`config.mk`:
```
export PLATFORM = sky130hd
export DESIGN_NAME = pviu_irq_ctrl
export DESIGN_NICKNAME = d
export VERILOG_FILES = /design/src/pviu_edge_det.v /design/src/pviu_prio_enc.v /design/src/pviu_irq_ctrl.v
export VERILOG_INCLUDE_DIRS = /design/src
export SDC_FILE = /design/constraint.sdc
export NUM_CORES = 1
export LEC_CHECK = 0
export BUFFER_PORTS_ARGS = -buffer_cell sky130_fd_sc_hd__buf_2
export CAP_MARGIN = 20
export CELL_PAD_IN_SITES_DETAIL_PLACEMENT = 1
export CELL_PAD_IN_SITES_GLOBAL_PLACEMENT = 2
export CORE_ASPECT_RATIO = 0.8
export CORE_MARGIN = 2
export CORE_UTILIZATION = 30
export CTS_CLUSTER_DIAMETER = 40
export DETAILED_ROUTE_END_ITERATION = 7
export PLACE_DENSITY_LB_ADDON = 0.1
export REMOVE_ABC_BUFFERS = 1
export SLEW_MARGIN = 30
export SYNTH_ARGS = -nofsm -noshare
export SYNTH_HDL_FRONTEND = slang
export SYNTH_SLANG_ARGS = --single-unit
export TNS_END_PERCENT = 50
```
`constraint.sdc`:
```
create_clock -name clock_i -period 1.4 [get_ports clock_i]
set_input_delay 0.28 -clock clock_i [delete_from_list [all_inputs] [get_ports clock_i]]
set_output_delay 0.28 -clock clock_i [all_outputs]
set_load 0.05 [all_outputs]
```
`src/pviu_regs.vh`:
```
`ifndef PVIU_REGS_VH
`define PVIU_REGS_VH
// ram addresses of control nibbles
`define PVIU_ADDR_000 10'h000
`define PVIU_ADDR_001 10'h001
`define PVIU_ADDR_002 10'h002
`define PVIU_ADDR_003 10'h003
`define PVIU_ADDR_022 10'h022
`define PVIU_ADDR_023 10'h023
`define PVIU_ADDR_EDGE_SELECT_REG_1 10'h026
`define PVIU_ADDR_EDGE_SELECT_REG_2 10'h027
// bit positions within 000h/001h/002h/003h/022h/023h
`define PVIU_B_IE   0
`define PVIU_B_IF0  2
`define PVIU_B_IM0  3
`define PVIU_B_IF1  0
`define PVIU_B_IM1  1
`define PVIU_B_IFTA 2
`define PVIU_B_IMTA 3
`define PVIU_B_IFTB 0
`define PVIU_B_IMTB 1
`define PVIU_B_IFTC 2
`define PVIU_B_IMTC 3
`define PVIU_B_IFTD 0
`define PVIU_B_IMTD 1
`define PVIU_B_IF2  0
`define PVIU_B_IM2  1
`define PVIU_B_IF3  2
`define PVIU_B_IM3  3
`define PVIU_B_IFAD 0
`define PVIU_B_IMAD 1
`define PVIU_B_IFS  2
`define PVIU_B_IMS  3
// source index in flag vector
`define PVIU_S_EXT0 0
`define PVIU_S_EXT1 1
`define PVIU_S_TA   2
`define PVIU_S_TB   3
`define PVIU_S_EXT2 4
`define PVIU_S_TC   5
`define PVIU_S_EXT3 6
`define PVIU_S_TD   7
`define PVIU_S_AD   8
`define PVIU_S_SER  9
// vectors
`define PVIU_VEC_RESET 14'h0000
`define PVIU_VEC_1 14'h0002
`define PVIU_VEC_2 14'h0004
`define PVIU_VEC_3 14'h0006
`define PVIU_VEC_4 14'h0008
`define PVIU_VEC_5 14'h000a
`define PVIU_VEC_6 14'h000c
`define PVIU_VEC_7 14'h000e
`endif

```
`src/pviu_edge_det.v`:
```
`timescale 1ns/1ps
// edge detector with selectable edge: sel 00 none,01 fall,10 rise,11 both
module pviu_edge_det (
  // clock and reset
  input  wire       clock_i,
  input  wire       sys_rst_i,
  // pin and selection
  input  wire       pin_i,
  input  wire [1:0] sel_i,
  // detected edge
  output wire       hit_o
);
  reg prev;

  // previous pin level; idle level taken as high
  always @(posedge clock_i or posedge sys_rst_i) begin
    if (sys_rst_i) begin
      prev <= 1'b1;
    end else begin
      prev <= pin_i;
    end
  end

  assign hit_o = (sel_i[0] & prev & ~pin_i) | (sel_i[1] & ~prev & pin_i);
endmodule // pviu_edge_det

```
`src/pviu_prio_enc.v`:
```
`timescale 1ns/1ps
`include "pviu_regs.vh"
// fixed priority encoder over seven vector groups, bit 0 highest
module pviu_prio_enc (
  // group requests
  input  wire [6:0]  grp_i,
  // result
  output reg         any_o,
  output reg  [13:0] vec_o
);
  always @* begin
    any_o = 1'b1;
    if (grp_i[0]) begin
      vec_o = `PVIU_VEC_1;
    end else if (grp_i[1]) begin
      vec_o = `PVIU_VEC_2;
    end else if (grp_i[2]) begin
      vec_o = `PVIU_VEC_3;
    end else if (grp_i[3]) begin
      vec_o = `PVIU_VEC_4;
    end else if (grp_i[4]) begin
      vec_o = `PVIU_VEC_5;
    end else if (grp_i[5]) begin
      vec_o = `PVIU_VEC_6;
    end else if (grp_i[6]) begin
      vec_o = `PVIU_VEC_7;
    end else begin
      any_o = 1'b0;
      vec_o = `PVIU_VEC_RESET;
    end
  end
endmodule // pviu_prio_enc

```
`src/pviu_irq_ctrl.v`:
```
`timescale 1ns/1ps
`include "pviu_regs.vh"
// interrupt control unit: flags, masks, enable, priority and ack sequence
module pviu_irq_ctrl (
  // clock and reset
  input  wire        clock_i,
  input  wire        sys_rst_i,
  // external pins
  input  wire        ext_irq_in_0_i,
  input  wire        ext_irq_in_1_i,
  input  wire        ext_irq_in_2_i,
  input  wire        ext_irq_in_3_i,
  input  wire        stop_cancel_input_i,
  // peripheral event pulses
  input  wire        timer_a_ovf_i,
  input  wire        timer_b_ovf_i,
  input  wire        timer_c_ovf_i,
  input  wire        timer_d_ovf_i,
  input  wire        serial_done_i,
  input  wire        adc_done_i,
  // cpu bit access to control ram
  input  wire [9:0]  ram_addr_i,
  input  wire        ram_wr_i,
  input  wire [3:0]  ram_wdata_i,
  // cpu core status
  input  wire        instr_end_i,
  input  wire        return_from_irq_instr_exec_i,
  input  wire        stop_mode_i,
  // data read back
  output reg  [3:0]  ram_rdata_o,
  // acknowledge sequence to cpu core
  output reg         irq_pending_o,
  output reg         push_o,
  output reg         vec_fetch_o,
  output reg  [13:0] vector_o,
  output reg         stop_wake_o,
  output reg         global_irq_enable_o
);
  // sequence states, one-hot
  localparam [3:0] ST_IDLE = 4'b0001;
  localparam [3:0] ST_C1   = 4'b0010;
  localparam [3:0] ST_C2   = 4'b0100;
  localparam [3:0] ST_C3   = 4'b1000;

  reg  [9:0]  irq_flag;
  reg  [9:0]  irq_mask_bit;
  reg         global_irq_enable;
  reg  [3:0]  edge_select_reg_1;
  reg  [1:0]  edge_select_reg_2;
  reg  [3:0]  state;
  reg  [3:0]  next_state;
  reg  [13:0] held_vec;
  reg  [9:0]  hw_set;
  reg  [9:0]  sw_clr;
  reg  [9:0]  next_mask;
  reg  [3:0]  next_rdata;
  wire [9:0]  active;
  wire [6:0]  grp;
  wire        any_req;
  wire [13:0] enc_vec;
  wire [3:0]  e_hit;
  wire        clr_ie;

  pviu_edge_det u_e0 (
    .clock_i (clock_i),
    .sys_rst_i (sys_rst_i),
    .pin_i (ext_irq_in_0_i),
    .sel_i (2'b01),
    .hit_o (e_hit[0])
  );
  pviu_edge_det u_e1 (
    .clock_i (clock_i),
    .sys_rst_i (sys_rst_i),
    .pin_i (ext_irq_in_1_i),
    .sel_i (2'b01),
    .hit_o (e_hit[1])
  );
  pviu_edge_det u_e2 (
    .clock_i (clock_i),
    .sys_rst_i (sys_rst_i),
    .pin_i (ext_irq_in_2_i),
    .sel_i (edge_select_reg_1[1:0]),
    .hit_o (e_hit[2])
  );
  pviu_edge_det u_e3 (
    .clock_i (clock_i),
    .sys_rst_i (sys_rst_i),
    .pin_i (ext_irq_in_3_i),
    .sel_i (edge_select_reg_1[3:2]),
    .hit_o (e_hit[3])
  );

  // hardware set terms per source
  always @* begin
    hw_set = 10'h000;
    hw_set[`PVIU_S_EXT0] = e_hit[0];
    hw_set[`PVIU_S_EXT1] = e_hit[1];
    hw_set[`PVIU_S_EXT2] = e_hit[2];
    hw_set[`PVIU_S_EXT3] = e_hit[3];
    hw_set[`PVIU_S_TA]   = timer_a_ovf_i;
    hw_set[`PVIU_S_TB]   = timer_b_ovf_i;
    hw_set[`PVIU_S_TC]   = timer_c_ovf_i;
    hw_set[`PVIU_S_TD]   = timer_d_ovf_i;
    hw_set[`PVIU_S_SER]  = serial_done_i;
    hw_set[`PVIU_S_AD]   = adc_done_i;
  end

  // decode of bit writes to control nibbles
  always @* begin
    sw_clr    = 10'h000;
    next_mask = irq_mask_bit;
    if (ram_wr_i) begin
      case (ram_addr_i)
        `PVIU_ADDR_000: begin
          sw_clr[`PVIU_S_EXT0] = ~ram_wdata_i[`PVIU_B_IF0];
          next_mask[`PVIU_S_EXT0] = ram_wdata_i[`PVIU_B_IM0];
        end
        `PVIU_ADDR_001: begin
          sw_clr[`PVIU_S_EXT1] = ~ram_wdata_i[`PVIU_B_IF1];
          next_mask[`PVIU_S_EXT1] = ram_wdata_i[`PVIU_B_IM1];
          sw_clr[`PVIU_S_TA] = ~ram_wdata_i[`PVIU_B_IFTA];
          next_mask[`PVIU_S_TA] = ram_wdata_i[`PVIU_B_IMTA];
        end
        `PVIU_ADDR_002: begin
          sw_clr[`PVIU_S_TB] = ~ram_wdata_i[`PVIU_B_IFTB];
          next_mask[`PVIU_S_TB] = ram_wdata_i[`PVIU_B_IMTB];
          sw_clr[`PVIU_S_TC] = ~ram_wdata_i[`PVIU_B_IFTC];
          next_mask[`PVIU_S_TC] = ram_wdata_i[`PVIU_B_IMTC];
        end
        `PVIU_ADDR_003: begin
          sw_clr[`PVIU_S_TD] = ~ram_wdata_i[`PVIU_B_IFTD];
          next_mask[`PVIU_S_TD] = ram_wdata_i[`PVIU_B_IMTD];
        end
        `PVIU_ADDR_022: begin
          sw_clr[`PVIU_S_EXT2] = ~ram_wdata_i[`PVIU_B_IF2];
          next_mask[`PVIU_S_EXT2] = ram_wdata_i[`PVIU_B_IM2];
          sw_clr[`PVIU_S_EXT3] = ~ram_wdata_i[`PVIU_B_IF3];
          next_mask[`PVIU_S_EXT3] = ram_wdata_i[`PVIU_B_IM3];
        end
        `PVIU_ADDR_023: begin
          sw_clr[`PVIU_S_AD] = ~ram_wdata_i[`PVIU_B_IFAD];
          next_mask[`PVIU_S_AD] = ram_wdata_i[`PVIU_B_IMAD];
          sw_clr[`PVIU_S_SER] = ~ram_wdata_i[`PVIU_B_IFS];
          next_mask[`PVIU_S_SER] = ram_wdata_i[`PVIU_B_IMS];
        end
        default: begin
          sw_clr = 10'h000;
        end
      endcase
    end
  end

  // flags, masks and edge selects
  always @(posedge clock_i or posedge sys_rst_i) begin
    if (sys_rst_i) begin
      irq_flag          <= 10'h000;
      irq_mask_bit      <= 10'h3ff;
      edge_select_reg_1 <= 4'h0;
      edge_select_reg_2 <= 2'h0;
    end else begin
      // writes only clear; hold until cleared, set wins
      irq_flag     <= (irq_flag & ~sw_clr) | hw_set;
      irq_mask_bit <= next_mask;
      if (ram_wr_i && ram_addr_i == `PVIU_ADDR_EDGE_SELECT_REG_1) begin
        edge_select_reg_1 <= ram_wdata_i;
      end
      if (ram_wr_i && ram_addr_i == `PVIU_ADDR_EDGE_SELECT_REG_2) begin
        edge_select_reg_2 <= ram_wdata_i[1:0];
      end
    end
  end

  // flag set and mask clear; mask 1 blocks
  assign active = irq_flag & ~irq_mask_bit;

  // shared groups OR their two terms
  assign grp = {active[`PVIU_S_AD]   | active[`PVIU_S_SER],
                active[`PVIU_S_TD],
                active[`PVIU_S_TC]   | active[`PVIU_S_EXT3],
                active[`PVIU_S_TB]   | active[`PVIU_S_EXT2],
                active[`PVIU_S_TA],
                active[`PVIU_S_EXT1],
                active[`PVIU_S_EXT0]};

  pviu_prio_enc u_enc (
    .grp_i (grp),
    .any_o (any_req),
    .vec_o (enc_vec)
  );

  always @* begin
    next_state = state;
    case (state)
      ST_IDLE: begin
        if (any_req && global_irq_enable) begin
          next_state = ST_C1;
        end
      end
      ST_C1: begin
        if (instr_end_i) begin
          next_state = ST_C2;
        end
      end
      ST_C2: begin
        next_state = ST_C3;
      end
      ST_C3: begin
        next_state = ST_IDLE;
      end
      default: begin
        next_state = ST_IDLE;
      end
    endcase
  end

  // cleared in second cycle of service
  assign clr_ie = (next_state == ST_C2) && (state == ST_C1);

  // sequence, enable and vector registers
  always @(posedge clock_i or posedge sys_rst_i) begin
    if (sys_rst_i) begin
      state             <= ST_IDLE;
      global_irq_enable <= 1'b0;
      held_vec          <= `PVIU_VEC_RESET;
    end else begin
      state <= next_state;
      if (state == ST_IDLE && next_state == ST_C1) begin
        held_vec <= enc_vec;
      end
      if (clr_ie) begin
        global_irq_enable <= 1'b0;
      end else if (return_from_irq_instr_exec_i) begin
        global_irq_enable <= 1'b1;
      end else if (ram_wr_i && ram_addr_i == `PVIU_ADDR_000) begin
        global_irq_enable <= ram_wdata_i[`PVIU_B_IE];
      end
    end
  end

  // read mux for control nibbles
  always @* begin
    case (ram_addr_i)
      `PVIU_ADDR_000: next_rdata = {irq_mask_bit[`PVIU_S_EXT0],
                                    irq_flag[`PVIU_S_EXT0], 1'b0,
                                    global_irq_enable};
      `PVIU_ADDR_001: next_rdata = {irq_mask_bit[`PVIU_S_TA],
                                    irq_flag[`PVIU_S_TA],
                                    irq_mask_bit[`PVIU_S_EXT1],
                                    irq_flag[`PVIU_S_EXT1]};
      `PVIU_ADDR_002: next_rdata = {irq_mask_bit[`PVIU_S_TC],
                                    irq_flag[`PVIU_S_TC],
                                    irq_mask_bit[`PVIU_S_TB],
                                    irq_flag[`PVIU_S_TB]};
      `PVIU_ADDR_003: next_rdata = {2'b00, irq_mask_bit[`PVIU_S_TD],
                                    irq_flag[`PVIU_S_TD]};
      `PVIU_ADDR_022: next_rdata = {irq_mask_bit[`PVIU_S_EXT3],
                                    irq_flag[`PVIU_S_EXT3],
                                    irq_mask_bit[`PVIU_S_EXT2],
                                    irq_flag[`PVIU_S_EXT2]};
      `PVIU_ADDR_023: next_rdata = {irq_mask_bit[`PVIU_S_SER],
                                    irq_flag[`PVIU_S_SER],
                                    irq_mask_bit[`PVIU_S_AD],
                                    irq_flag[`PVIU_S_AD]};
      default:        next_rdata = 4'h0;
    endcase
  end

  // registered outputs
  always @(posedge clock_i or posedge sys_rst_i) begin
    if (sys_rst_i) begin
      ram_rdata_o         <= 4'h0;
      irq_pending_o       <= 1'b0;
      push_o              <= 1'b0;
      vec_fetch_o         <= 1'b0;
      vector_o            <= `PVIU_VEC_RESET;
      stop_wake_o         <= 1'b0;
      global_irq_enable_o <= 1'b0;
    end else begin
      ram_rdata_o         <= next_rdata;
      irq_pending_o       <= (next_state == ST_C1);
      // push in cycles two and three
      push_o              <= (next_state == ST_C2) || (next_state == ST_C3);
      vec_fetch_o         <= (next_state == ST_C3);
      vector_o            <= (next_state == ST_C3) ? held_vec : vector_o;
      // stop cancel only in stop mode, vector 0000h
      stop_wake_o         <= stop_cancel_input_i & stop_mode_i;
      global_irq_enable_o <= clr_ie ? 1'b0 : (return_from_irq_instr_exec_i ? 1'b1 :
                             ((ram_wr_i && ram_addr_i == `PVIU_ADDR_000) ?
                              ram_wdata_i[`PVIU_B_IE] : global_irq_enable));
    end
  end
endmodule // pviu_irq_ctrl

```
==> results.md, run 1 <==
- Worst Path Arrival: 1.76 ns
- Cell Int Power: 2.449 mW
- Initial DRC count: 49
- Layout Area Growth over Synthesis: 42.93%
- CTS tree: yes
- Max Slew Vio Count: 0
- WL/cell: 15.65 um
- Tot GR Track Use: 0.1635
- First-pass GRT wire length: 10.02 mm
- Status: finished, violations left
- R2R cell count: 5
- Crit share post-route: 1.116
- Seq pwr share: 0.434
- Residual DRC: 0
- Total number of vias: 1812
- CTS clk-pin slew, worst paths: around 0.090 ns
- Worst Hold Class: in2async
- Final WL: 6.120 mm
- DR WL met3: 216 um
- Failing checks: setup timing
- Die Y: approximately 82 um
- Comb power frac: 0.352
- GR Overflow Total: 0
- Total power: roughly 3.7 mW
- Peak Freq: 640.3 MHz
- Hold buffer count at CTS: 0
- Final Critical Period: 1.562 ns
- Clock Power Share: 0.214
- Met1 wire length: roughly 3.3 mm
- Ant diodes: 0
- DIE WIDTH: 101.0 um
- Number of I/O pins: 54
- Antenna violations before repair: 0
- Syn_area_per_cell: 11.22 um2
- Root Buffer Master: clkbuf_8
- Final net count: around 330
- HPWL after DPL: 4.664 mm
- FFs w/ async S/R, synth: 1.000
- Setup crit start kind: register
- Cells after Synth: 201
- Critical path class: reg2reg
- Clk_lat worst skew: 0.30 ns
- Worst r2r src: irq_mask_bit[8]
- Post-synth EDFFs: 0
- Worst EP required: 1.60 ns
- Post-synthesis sequential element count: 47
- Yosys cell types: 47
- CTS Buf Count: 5
- Ys flop type: dfrtp_1
- DRT Pass-1 Iters: 4
- Final Skew: 0.009147 ns
- Uppermost layer routed: met4
- Final hold slack: 0.004755 ns
- Crit path capture type: register
- Sequential area share after synthesis: 0.5297
- H-tree depth: 2
- Max VDD drop: 0.4874 mV
- Routed Antenna Nets: 0
- Mapped Area: 2256 um2
- CTS Sinks: 47
- RSZ-0062 raised after global routing: true
- Post-DP Area: 2932 um2
- Share of cells above drive strength 1: 0.5349
- YS warnings: 0
- P per Cell Area: 1150 nW/um2
- Finished Cell Area: between 3000 and 4000 um2
- Pin count of the biggest net entering global routing: 48
- Final WS setup: -0.1617 ns
- CTS Buffer Depth: 2
- Sw frac: 0.3394
- Die Area: 8233 um2
- Routed met2 length: 2.507 mm
- Worst R2R Setup Slack: -0.16 ns
- Psw: around 1.3 mW
- Vias per inst: 4.634
- Number of max-cap violations: 0
- GPL Wtd Cong: 0.7945
- Core area: 7357 um2
- Worst R2R End: held_vec[2]
- Fin. Hold Viols: 0
- # setup viols final: 27
- Port buffer count: 42
- Crit Path Max Fanout: 2
- Vias in the first global route: approximately 1.9k
- Row Count: 28
- LEAKAGE: approximately 1.5 nW
- Initial Util: 0.3066
[worst max-delay path by stage]
stage | cells after the start | end | start
2_1_floorplan | 4 | irq_mask_bit[8] | ram_addr_i[4]
3_3_place_gp | 6 | irq_flag[5] | ram_addr_i[4]
3_5_place_dp | 6 | irq_flag[5] | ram_addr_i[4]
4_1_cts | 5 | held_vec[2] | irq_mask_bit[8]
5_1_grt | 6 | irq_pending_o | irq_mask_bit[8]
6_report | 5 | held_vec[2] | irq_mask_bit[8]
[through the flow]
| stage | TNS (ns) | util | std cells | setup slack (ns) |
|---|---|---|---|---|
| after floorplan | -3.153 | - | 197 | -0.2717 |
| after global placement | -9.750 | 0.3985 | 377 | -0.4412 |
| after detailed placement | -10.19 | 0.3985 | 377 | -0.4696 |
| after CTS | -1.367 | 0.4330 | 390 | -0.1673 |
| after global routing | -2.702 | 0.4383 | 391 | -0.2065 |
| final | -1.485 | 0.4383 | 391 | -0.1617 |
[layout by cell type, fill, tap and decap left out, types with 5 or more instances in the layout]
cell      synthesis  layout
conb_1            1      11
clkbuf_8          0       5
a21oi_1           8       6
nand2b_1         10       7
dfrtp_1          32      32
buf_6             0       5
nor2_1           17      17
nand2_1          11      10
inv_1             7       6
buf_2             1      41
buf_4            11      46
dfstp_2          15      15
mux2i_1           5       5
mux2_4            0       5
mux2_2           19      14
[power groups by stage]
stage | registers, mW | logic, mW | clock network, mW
after floorplan | 1.87 | 0.397 | 0
after global placement | 1.62 | 1.15 | 0
after detailed placement | 1.62 | 1.17 | 0
after CTS | 1.60 | 1.29 | 0.841
after global routing | 1.63 | 1.40 | 0.896
final | 1.61 | 1.30 | 0.795
[synthesized netlist by cell type (4+ instances only)]
master / number / area share
o21ai_0: 7 / 0.016
dfstp_2: 15 / 0.17
nor2b_1: 4 / 0.011
mux2_2: 19 / 0.095
nor3_1: 4 / 0.0089
nand3b_1: 4 / 0.013
inv_1: 7 / 0.012
mux2i_1: 5 / 0.022
buf_4: 11 / 0.037
nand2_1: 11 / 0.018
nand2b_1: 10 / 0.028
dfrtp_1: 32 / 0.35
nor2_1: 17 / 0.028
a21oi_1: 8 / 0.018
[worst max-delay path, cell delays in order (launching register included)]
cell and delay, ns:
dfstp_2 0.54, nand2b_4 0.14, nand3_4 0.08, and4bb_2 0.35
a21oi_4 0.08, mux2_2 0.28
[state kept, by name (all words and copies together) (netlist names), 3 cells and up]
signal	flops
irq_mask_bit	10
state	4
vector_o	3
irq_flag	10
ram_rdata_o	4
edge_select_reg_1	4
held_vec	3
[cell type report]
class                           instances  area, um2
Inverter                                7      26.28
Clock inverter                          1      5.005
Tap cell                               90      112.6
Sequential cell                        47       1195
Clock buffer                            7      76.32
Multi-Input combinational cell        143       1122
Fill cell                             826       4133
Timing Repair Buffer                   96      686.9
[cell families after synthesis]
| group | Yosys count | synth area share |
|---|---|---|
| AOI/OAI and AO/OA | 35 | 0.1054 |
| xor gates and xnor gates | 1 | 0.003883 |
| buffers and inverters | 21 | 0.05380 |
| DFF | 47 | 0.5297 |
| muxes | 24 | 0.1170 |
| other | 1 | 0.001662 |
| and+or+nand+nor | 72 | 0.1886 |
[timing repair]
item	4_1_cts	5_1_grt
resized for setup	27	9
pin swaps	6	8
setup endpoints to repair	28	30
setup buffers	5	1
endpoints found under the hold margin	0	0
[per-layer routing]
layer,up-vias,GRT usage
met3,6,0.03064
met4,0,0.05270
li1,896,-
met5,-,0
met2,38,0.2427
met1,872,0.2408
Note: power is estimated with default switching activity, not from simulation.
==> run 2: changes to the inputs <==
- ABC_AREA: not set -> 1
- CORE_UTILIZATION: 30 -> 28
- PLACE_DENSITY_LB_ADDON: 0.1 -> 0.2
==> results.md, run 2 <==
- Row Count: 29
- Initial DRC count: 48
- Most common cell after layout, fill and taps aside: nand2_1
- Mapped Area: 2298 um2
- Finished Layout Cells: 462
- GPL Wtd Cong: 0.8405
- Root Buffer Master: clkbuf_8
- CTS clk-pin slew, worst paths: 0.10 ns
- Number of max-cap violations: 0
- Die Y: 85.04 um
- Final net count: approximately 380
- Crit Path Max Fanout: 3
- CTS Sinks: 47
- Vias in the first global route: 2116
- LEAKAGE: roughly 1.5 nW
- Fill count: 964
- Total power: 3.484 mW
- Residual DRC: 0
- Worst Hold Class: in2reg
- Tot GR Track Use: 0.1549
- Share of the synthesized area in the top cell type: 0.3484
- First-pass GRT wire length: 10.72 mm
- Layout Area Growth over Synthesis: 31.74%
- CTS Buffer Depth: 2
- YS warnings: 0
- H-tree depth: 2
- Total number of vias: approximately 2.0k
- WL/cell: 13.49 um
- Critical path class: reg2out
- HPWL after DPL: 4.881 mm
- Max VDD drop: approximately 0.43 mV
- DIE WIDTH: 105.3 um
- Cells after Synth: 277
- Clk_lat worst skew: 0.31 ns
- Fin. Hold Viols: 0
- Regs by FF count: irq_flag (10), irq_mask_bit (10)
- CTS Buf Count: 5
- Initial Util: 0.2892
- Ant diodes: 0
- Vias per inst: about 4.3
- P per Cell Area: 1151 nW/um2
- Antenna violations before repair: 0
- Leading cell types in the layout, fill and taps excluded: nand2_1, buf_2, inv_1, dfrtp_1
- Peak Freq: about 750 MHz
- Share of cells above drive strength 1: 0.3701
- Post-synth EDFFs: 0
- Max Slew Vio Count: 0
- Ys flop type: dfrtp_1
- Setup crit start kind: register
- Syn_area_per_cell: 8.298 um2
- GR Overflow Total: 0
- Yosys cell types: 27
- FFs w/ async S/R, synth: 1.000
- Routed Antenna Nets: 0
- Crit. Startpoint: global_irq_enable_o
- Placed cell count: 452
- HP Start: ext_irq_in_2_i
- Core area: 7946 um2
- Die Area: 8954 um2
- Number of I/O pins: 54
- Pin count of the biggest net entering global routing: 48
- DRT Pass-1 Iters: 4
- Crit path capture type: primary output
- Worst r2r src: irq_mask_bit[6]
- Sequential area share after synthesis: 0.5199
- RSZ-0062 raised after global routing: true
- Leading area contributor after synthesis: dfrtp_1
- Status: complete, no violations
- Worst Path Arrival: around 1.1 ns
- Final Skew: ~0.010 ns
- # setup viols final: 0
- Port buffer count: between 40 and 50
- Final Critical Period: between 1 and 1.5 ns
- CTS tree: yes
- Final WL: 6.231 mm
- Final hold slack: 0.06998 ns
- Post-synthesis sequential element count: 47
- Leading post-synthesis cells by instance count: nand2_1, inv_1, dfrtp_1
- Most common cell in the netlist: nand2_1
- Worst EP required: ~1.1 ns
- Crit share post-route: 0.9485
- Core Util, Final: 0.3810
- Synth area leaders: dfrtp_1, dfstp_2, nand2_1
[run 2: cell count changes in the layout (fill, tap and decap cells not counted), sizes merged, moves of 5 or more]
cell    delta
a21oi      -7
nand2     +66
inv       +37
buf       -25
mux2i      -5
nand2b    -10
o21ai     +21
nand3     +30
mux2      -19
[run 2: critical path, stage by stage, from the launching register on]
cell	delay [ns]
dfrtp_1	0.40
buf_4	0.16
buf_4	0.18
[run 2: path summary, 6_finish.rpt]
| check | depth (start not counted) | slack [ns] | to |
|---|---|---|---|
| worst min-delay path | 1 | 0.07 | u_e2.prev |
| worst min register to register | 2 | 0.48 | irq_mask_bit[8] |
| min in group asynchronous | 4 | 0.54 | stop_wake_o |
| worst max register to register | 9 | 0.07 | held_vec[2] |
| worst max-delay path | 2 | 0.07 | global_irq_enable_o |
| max in group asynchronous | 4 | 0.58 | irq_mask_bit[5] |
[run 2: area by class of cell]
cell class	count	area [um2]	area share
Multi-Input combinational cell	184	942.2	0.3112
Sequential cell	47	1195	0.3946
Inverter	43	161.4	0.05331
Timing Repair Buffer	72	473.0	0.1562
Clock inverter	2	38.79	0.01281
Tap cell	108	135.1	0.04463
Clock buffer	6	82.58	0.02727
[run 2: cell families (layout without fill, tap and decap cells)]
family | count (synthesis) | in the layout | synth area share
DFF | 47 | 47 | 0.5199
other | 1 | 11 | 0.001632
and+or+nand+nor | 141 | 141 | 0.2923
AOI/OAI and AO/OA | 32 | 32 | 0.07512
buffers and inverters | 56 | 123 | 0.1111
[run 2: what timing repair did]
item | 4_1_cts | 5_1_grt
buffers inserted | 0 | 1
endpoints found under the setup margin | 6 | 8
resized for setup | 8 | 18
hold buffers | 0 | 1
cloned | 0 | 0
pin swaps | 2 | 2
endpoints found under the hold margin | 0 | 4
[run 2: per-stage QoR]
stage	TNS, ns	instance area (um2)	setup slack (ns)
finish	0	3028	0.07205
global route	-0.07028	3028	-0.02799
CTS	0	2962	0.008984
detailed placement	-1.069	2823	-0.09505
global placement	-0.6451	2823	-0.09063
floorplan	-0.06261	2242	-0.03119
[run 2: per-layer routing]
layer	part of all wire	up-vias	wire length (um)	global-route usage
met1	0.53	923	3317	0.2299
li1	-	1006	-	-
met5	0	-	0	0
met2	0.42	38	2640	0.2328
met4	0.0080	0	50	0.03636
met3	0.036	5	223	0.02995
[run 2: where the power goes]
group | switching (mW) | internal [mW] | total [mW]
logic | 0.557 | 0.297 | 0.854
registers | 0.0609 | 1.48 | 1.55
clock network | 0.497 | 0.588 | 1.08
